[src/logic/sbsc_params.svh]
`ifndef SBSC_PARAMS_SVH
`define SBSC_PARAMS_SVH

// ****************************************
// Geometry
// ****************************************
`define SBSC_ADDR_W 19
`define SBSC_LANES 2
`define SBSC_LANE_DATA_W 8
`define SBSC_BURST_W 2

// ****************************************
// Reset values
// ****************************************
`define SBSC_RST_BURST_STEP 2'h0
`define SBSC_RST_ADDR 19'h00000

`endif

[src/logic/sbsc_pkg.sv]
`include "sbsc_params.svh"

package sbsc_pkg;

	// ****************************************
	// Control pins sampled together each edge
	// ****************************************
	typedef struct packed {
		logic cpu_addr_strobe_n;
		logic cache_ctrl_addr_strobe_n;
		logic burst_advance_n;
		logic all_bytes_write_n;
		logic byte_write_qualify_n;
		logic byte_lane_b_write_sel_n;
		logic byte_lane_a_write_sel_n;
		logic chip_sel_primary_n;
		logic chip_sel_secondary;
		logic chip_sel_tertiary_n;
	} sbsc_ctl_t;

	// ****************************************
	// Write command towards the array
	// ****************************************
	typedef struct packed {
		logic [`SBSC_LANES-1:0] lane_we;
		logic [`SBSC_ADDR_W-1:0] addr;
		logic [`SBSC_LANES*`SBSC_LANE_DATA_W-1:0] data;
		logic [`SBSC_LANES-1:0] parity;
	} sbsc_wr_t;

	// ****************************************
	// Access phase
	// ****************************************
	typedef enum logic [1:0] {
		SBSC_IDLE = 2'h0,
		SBSC_READ = 2'h1,
		SBSC_WRITE = 2'h3
	} sbsc_phase_t;

endpackage
[src/logic/sbsc_ctrl.sv]
`timescale 1ns/1ps
`include "sbsc_params.svh"

// How it works
// - A lane select writes its lane only when the byte write qualifier is low.
// - All-bytes write low writes both lanes, ignoring lane selects and qualifier.
// - Every synchronous pin is taken only at the rising edge of mclk.
// - Each edge with burst advance low, during an access and with no strobe taken, moves the burst counter one position.
// - Selected only with primary low, secondary high and tertiary low together.
// - A processor strobe while primary select is high is ignored entirely.
// - A taken strobe that selects the chip loads the address and puts its two low bits in the counter.
// - When both strobes are low with primary select low, only the processor strobe is acted on.
// - Output enable low drives the data pins; high leaves them as inputs.
// - The first read clock after deselect keeps the data pins undriven.
// - Order strap low gives linear bursts, high gives interleaved; held static.
// - Read data shows the location addressed at the preceding rising edge.
// - Data pins float during write data phases and while deselected.
module sbsc_ctrl
	import sbsc_pkg::*;
#(
	parameter int ADDR_W = `SBSC_ADDR_W,
	parameter int LANES = `SBSC_LANES,
	parameter int LANE_DATA_W = `SBSC_LANE_DATA_W,
	parameter bit HAS_TERTIARY_SEL = 1'b1
)
(
	// Clock and reset
	input wire logic mclk,
	input wire logic srst,
	// Synchronous control and address pins
	input wire sbsc_ctl_t ctl,
	input wire logic [ADDR_W-1:0] addr,
	// Static burst order strap
	input wire logic burst_order_strap,
	// Asynchronous output enable
	input wire logic out_enable_n,
	// Data pins
	input wire logic [LANES*LANE_DATA_W-1:0] data_io_i,
	output logic [LANES*LANE_DATA_W-1:0] data_io_o,
	output logic [LANES*LANE_DATA_W-1:0] data_io_oe,
	// Parity pins
	input wire logic [LANES-1:0] parity_io_i,
	output logic [LANES-1:0] parity_io_o,
	output logic [LANES-1:0] parity_io_oe,
	// Array port
	output logic [ADDR_W-1:0] mem_rd_addr,
	input wire logic [LANES*LANE_DATA_W-1:0] mem_rd_data,
	input wire logic [LANES-1:0] mem_rd_parity,
	output sbsc_wr_t mem_wr
);

	localparam int BW = `SBSC_BURST_W;

	// ****************************************
	// Decoding helpers
	// ****************************************
	function automatic logic [BW-1:0] burst_pos(
		input logic [BW-1:0] base,
		input logic [BW-1:0] step,
		input logic interleave
	);
		logic [BW-1:0] pos;
		pos = interleave ? (base ^ step) : BW'(base + step);
		return pos;
	endfunction

	function automatic logic [LANES-1:0] lane_enables(
		input logic all_n,
		input logic qualify_n,
		input logic [LANES-1:0] sel_n
	);
		logic [LANES-1:0] en;
		en = {LANES{1'b0}};
		if (!all_n)
		begin
			en = {LANES{1'b1}};
		end
		else if (!qualify_n)
		begin
			en = ~sel_n;
		end
		return en;
	endfunction

	// ****************************************
	// Strap capture
	// ****************************************
	// The strap is a pin outside any clock, so it is taken through two flops.
	logic strap_meta;
	logic strap_sync;

	always_ff @(posedge mclk)
	begin
		strap_meta <= burst_order_strap;
		strap_sync <= strap_meta;
	end

	// ****************************************
	// Strobe and select decode
	// ****************************************
	wire tertiary_ok = HAS_TERTIARY_SEL ? ~ctl.chip_sel_tertiary_n : 1'b1;
	wire chip_selected = ~ctl.chip_sel_primary_n & ctl.chip_sel_secondary & tertiary_ok;
	wire cpu_take = ~ctl.cpu_addr_strobe_n & ~ctl.chip_sel_primary_n;
	wire ctrl_take = ~ctl.cache_ctrl_addr_strobe_n & ~cpu_take;
	wire strobe_take = cpu_take | ctrl_take;
	wire new_access = strobe_take & chip_selected;
	wire new_deselect = strobe_take & ~chip_selected;
	wire [LANES-1:0] sel_n = {ctl.byte_lane_b_write_sel_n, ctl.byte_lane_a_write_sel_n};
	wire [LANES-1:0] lanes_req = lane_enables(ctl.all_bytes_write_n, ctl.byte_write_qualify_n, sel_n);

	// ****************************************
	// Access state
	// ****************************************
	sbsc_phase_t phase;
	sbsc_phase_t next_phase;
	logic [ADDR_W-1:BW] addr_hi;
	logic [BW-1:0] burst_base;
	logic [BW-1:0] burst_step;
	logic first_read;
	localparam logic [ADDR_W-1:0] RST_ADDR = ADDR_W'(`SBSC_RST_ADDR);

	wire active = (phase != SBSC_IDLE);
	wire [BW-1:0] cur_pos = burst_pos(burst_base, burst_step, strap_sync);
	wire [ADDR_W-1:0] cur_addr = {addr_hi, cur_pos};
	// A processor-strobe start carries no write; write controls count on later edges.
	wire start_writes = ctrl_take & new_access & (|lanes_req);
	wire cont_writes = ~strobe_take & active & (|lanes_req);
	wire [LANES-1:0] next_lanes = (start_writes | cont_writes) ? lanes_req : {LANES{1'b0}};
	wire [ADDR_W-1:0] next_wr_addr = start_writes ? addr : cur_addr;
	wire step_now = ~strobe_take & active & ~ctl.burst_advance_n;
	wire [BW-1:0] next_step = new_access ? BW'(`SBSC_RST_BURST_STEP) : (step_now ? BW'(burst_step + 1'b1) : burst_step);

	// A strobe settles the phase outright; between strobes the write controls choose write or read.
	always_comb
	begin
		next_phase = phase;
		unique case (phase)
			SBSC_IDLE:
			begin
				if (new_deselect)
				begin
					next_phase = SBSC_IDLE;
				end
				else if (start_writes)
				begin
					next_phase = SBSC_WRITE;
				end
				else if (new_access)
				begin
					next_phase = SBSC_READ;
				end
			end
			SBSC_READ, SBSC_WRITE:
			begin
				if (new_deselect)
				begin
					next_phase = SBSC_IDLE;
				end
				else if (start_writes || cont_writes)
				begin
					next_phase = SBSC_WRITE;
				end
				else
				begin
					next_phase = SBSC_READ;
				end
			end
			default:
			begin
				next_phase = SBSC_IDLE;
			end
		endcase
	end

	always_ff @(posedge mclk)
	begin
		if (srst)
		begin
			phase <= SBSC_IDLE;
		end
		else
		begin
			phase <= next_phase;
		end
	end

	// The mask is set only by a start from idle, so a start that follows an active access drives at once.
	always_ff @(posedge mclk)
	begin
		if (srst)
		begin
			first_read <= 1'b0;
		end
		else
		begin
			first_read <= new_access & ~active;
		end
	end

	// ****************************************
	// Address register and burst counter
	// ****************************************
	// Only a selected start loads; a strobe that deselects leaves the old address in place.
	always_ff @(posedge mclk)
	begin
		if (srst)
		begin
			addr_hi <= RST_ADDR[ADDR_W-1:BW];
			burst_base <= `SBSC_RST_BURST_STEP;
		end
		else if (new_access)
		begin
			addr_hi <= addr[ADDR_W-1:BW];
			burst_base <= addr[BW-1:0];
		end
	end

	always_ff @(posedge mclk)
	begin
		if (srst)
		begin
			burst_step <= `SBSC_RST_BURST_STEP;
		end
		else
		begin
			burst_step <= next_step;
		end
	end

	// ****************************************
	// Write path
	// ****************************************
	// Writes are committed one cycle after the sampling edge, like a self-timed write.
	always_ff @(posedge mclk)
	begin
		if (srst)
		begin
			mem_wr.lane_we <= {LANES{1'b0}};
		end
		else
		begin
			mem_wr.lane_we <= next_lanes;
		end
		mem_wr.addr <= next_wr_addr;
		mem_wr.data <= data_io_i;
		mem_wr.parity <= parity_io_i;
	end

	// ****************************************
	// Read path
	// ****************************************
	// The array reads without a clock, so data follows the address registered at the last edge.
	assign mem_rd_addr = cur_addr;
	assign data_io_o = mem_rd_data;
	assign parity_io_o = mem_rd_parity;

	// Output enable acts without the clock; only the gating terms come from flops.
	wire drive_ok = (phase == SBSC_READ) & ~first_read;
	wire drive = drive_ok & ~out_enable_n;

	genvar g;
	generate
		for (g = 0; g < LANES; g++)
		begin : g_lane
			assign data_io_oe[g*LANE_DATA_W +: LANE_DATA_W] = {LANE_DATA_W{drive}};
			assign parity_io_oe[g] = drive;
		end
	endgenerate

endmodule

[config.mk]
export PLATFORM = sky130hd
export DESIGN_NAME = sbsc_ctrl
export DESIGN_NICKNAME = d
export VERILOG_FILES = /design/src/logic/sbsc_pkg.sv /design/src/logic/sbsc_ctrl.sv
export VERILOG_INCLUDE_DIRS = /design/src /design/src/logic
export SDC_FILE = /design/constraint.sdc
export NUM_CORES = 1
export LEC_CHECK = 0
export ABC_CLOCK_PERIOD_IN_PS = 2720
export BUFFER_PORTS_ARGS = -buffer_cell sky130_fd_sc_hd__buf_2
export CAP_MARGIN = 20
export CORE_AREA = 2 2 89 74
export DETAILED_ROUTE_END_ITERATION = 8
export DIE_AREA = 0 0 91 76
export PLACE_DENSITY = 0.77
export REMOVE_ABC_BUFFERS = 1
export SYNTH_ARGS = -nofsm -noshare
export SYNTH_HDL_FRONTEND = slang
export SYNTH_SLANG_ARGS = --single-unit
[constraint.sdc]
create_clock -name mclk -period 2.72 [get_ports mclk]
set_input_delay 0.136 -clock mclk [delete_from_list [all_inputs] [get_ports mclk]]
set_output_delay 0.136 -clock mclk [all_outputs]
set_load 0.02 [all_outputs]
==> out/results.txt <==
Status: finished clean
Crit share post-route: 0.7573
Yosys cell types: 30
Buffers on Ports: 126
Die height: 76 microns
Drt first-iter violations: 73
Ant. Diodes: 0
Multi-input logic area: 769.5 sq um
Vias/cell: 4.742
Switching pwr: 466.2 uW
Commonest non-fill, non-tap cell in the layout: buf_2
PwrDens: 623.3 nW/um^2
Worst min path class: input pin to flip-flop
Cells on worst reg2reg path: 3
GRT Util Overall: 0.1849
Most frequent cells in the layout: 126 x buf_2, 65 x dfxtp_1, 23 x a21oi_1, 20 x o21ai_0
Area contributors post-synth: dfxtp_1 54%, buf_4 11%, mux2_2 8.9%
Synthesized flop and latch total: 65
Max H-tree Level: 3
Setup TNS: 0 ns
Total number of vias: 2,020
Clock skew: 0.002577 ns
Share of cells above drive strength 1: 0.4883
Post-synth top area share: 0.5436
Critical path class: flip-flop to primary output
Synth async-reset ratio: 0
Comb power frac: 0.106
Final Instance Area: 3226 sq um
Worst-path clk slew: 0.06 ns
First-pass GRT wire length: 10,060 microns
First-pass detailed-route iteration total: 4
Gp weighted congestion: 0.7435
Initial antenna violation count: 0
Hold Path Stages: 2
Fin. Hold Viols: 0
Max frequency: 0.4855 GHz
HPWL Detailed: 4126 microns
Avg WL per Cell: 14.20 microns
ANT nets after route: 0
Area added between synthesis and finish: 34.76%
CTS root buf: clkbuf_8
RSZ-0062 raised after global routing: no
Min Clock Period, post-route: 2.060 ns
Post-Syn Area per Cell: 10.54 sq um
Initial core utilization: 0.3914
Synth Instances: 227
CP endpoint kind: primary output
Power Total: 2011 uW
Slew margin rel.: 0.3422
Total Wirelength: 6048 microns
Die area: 6916 sq um
R2R setup slack: 1.35 ns
Sequential area share after synthesis: 0.5436
Remaining Overflow, GRT: 0
Vias in the first global route: 2,081
Post-synth EDFFs: 0
Largest net degree at the start of global routing: 24
Post-CTS Setup Inserts: 0
Die X-Extent: 91 microns
Filler cell count: 593
Setup Viol. Count Final: 0
Post-synth top flop: dfxtp_1
Critical path required time: 2.58 ns
Clock group share of total power: 0.397
Row Count: 26
Final nets: 408
Crit path launch type: flip-flop
Sw frac: 0.2319
Synth warn: 0
P_leak: 0.001542 uW
Peak VDD IR: 0.3426 mV
CTS tree: built
Core ar.: 6116 sq um
Sequential power share: 0.497
Clk_lat worst skew: 0.33 ns
Min Hold Slack: 0.04747 ns
Final Max Slew Viols: 0
I/O Pins: 163
CTS Hold Bufs: 19
Area leader, netlist: dfxtp_1
Worst-path fanout max: 18
Register Area: 1301 sq um
DRC Markers: 0
Fin cells: 426
Slew @ Worst Pin: 0.9842 ns
Placed Area: 2840 sq um
Placed cell count: 392
Clk sink count: 65
Power Internal: 1544 uW
Worst EP arrival: 1.92 ns
Post-CTS Resized: 0
Deepest clock path buffer count: 2
CTS buffer count: 9
Syn Std Cell Area: 2394 sq um
Max-Cap Viols: 0
==> path summary, 6_finish.rpt <==
check / start / endpoint
hold / removal: addr[5] / mem_wr[23]$_DFF_P_
setup / recovery: phase[0]$_SDFFE_PP0P_ / data_io_oe[5]
setup reg to reg: phase[0]$_SDFFE_PP0P_ / burst_step[1]$_SDFFE_PP0P_
hold reg to reg: strap_meta$_DFF_P_ / strap_sync$_DFF_P_
==> cell families (layout without fill, tap and decap cells) <==
family	Yosys count	in the layout	share of synthesized area
XOR/XNOR	2	2	0.007320
flip-flops	65	65	0.5436
multiplexers	19	19	0.08939
buffers and inverters	51	166	0.1396
adder cells (fa/ha/maj)	1	1	0.005227
AND/OR/NAND/NOR	35	35	0.07998
AO/OA/AOI/OAI	54	54	0.1349
==> flip-flops by register name, summed over array words and instances, names as in the netlist <==
| signal | cells |
|---|---|
| mem_wr | 39 |
| addr_hi | 17 |
| burst_base | 2 |
| burst_step | 2 |
| phase | 2 |
| first_read | 1 |
| strap_meta | 1 |
| strap_sync | 1 |
==> critical path: stages, from the launching register on <==
cell     delay [ns]
dfxtp_1        0.44
nor4b_2        0.84
buf_2          0.31
==> power groups by stage <==
stage                     clock network, uW  logic, uW  registers [uW]
after floorplan                           0       52.3            1060
after global placement                    0        189            1020
after detailed placement                  0        192            1020
after CTS                               822        214             999
after global routing                    873        231            1000
final                                   798        214             999
==> per-stage QoR <==
step,utilization,setup slack [ns]
after floorplan,-,-8.701
after global placement,0.4644,0.8600
after detailed placement,0.4644,0.8291
after CTS,0.5274,0.6214
after global routing,0.5274,0.4206
final,0.5274,0.6601
==> synthesized netlist by cell type (2+ instances only) <==
cell type / count
a21o_1: 3
a21oi_1: 23
buf_4: 36
clkbuf_1: 11
dfxtp_1: 65
inv_1: 3
mux2_2: 19
nand2_1: 3
nand3_1: 19
nor2b_1: 2
nor3_1: 3
o21a_1: 2
o21ai_0: 20
xnor2_1: 2
==> metal layers <==
| layer | GRT usage | wire length (microns) | part of all wire |
|---|---|---|---|
| met5 | 0.007576 | 0 | 0 |
| met4 | 0.07576 | 125 | 0.021 |
| met3 | 0.09199 | 531 | 0.088 |
| met2 | 0.3007 | 2934 | 0.49 |
| met1 | 0.2058 | 2456 | 0.41 |
==> cell type report <==
class                      instances  area share
inverter                           3    0.003491
multi-input combinational        111      0.2386
tap                               84     0.03258
clock inverter                     3     0.01241
timing repair buffer             148      0.2614
sequential                        65      0.4034
clock buffer                      12     0.04810
No activity file was read; power rests on OpenSTA's default activity.
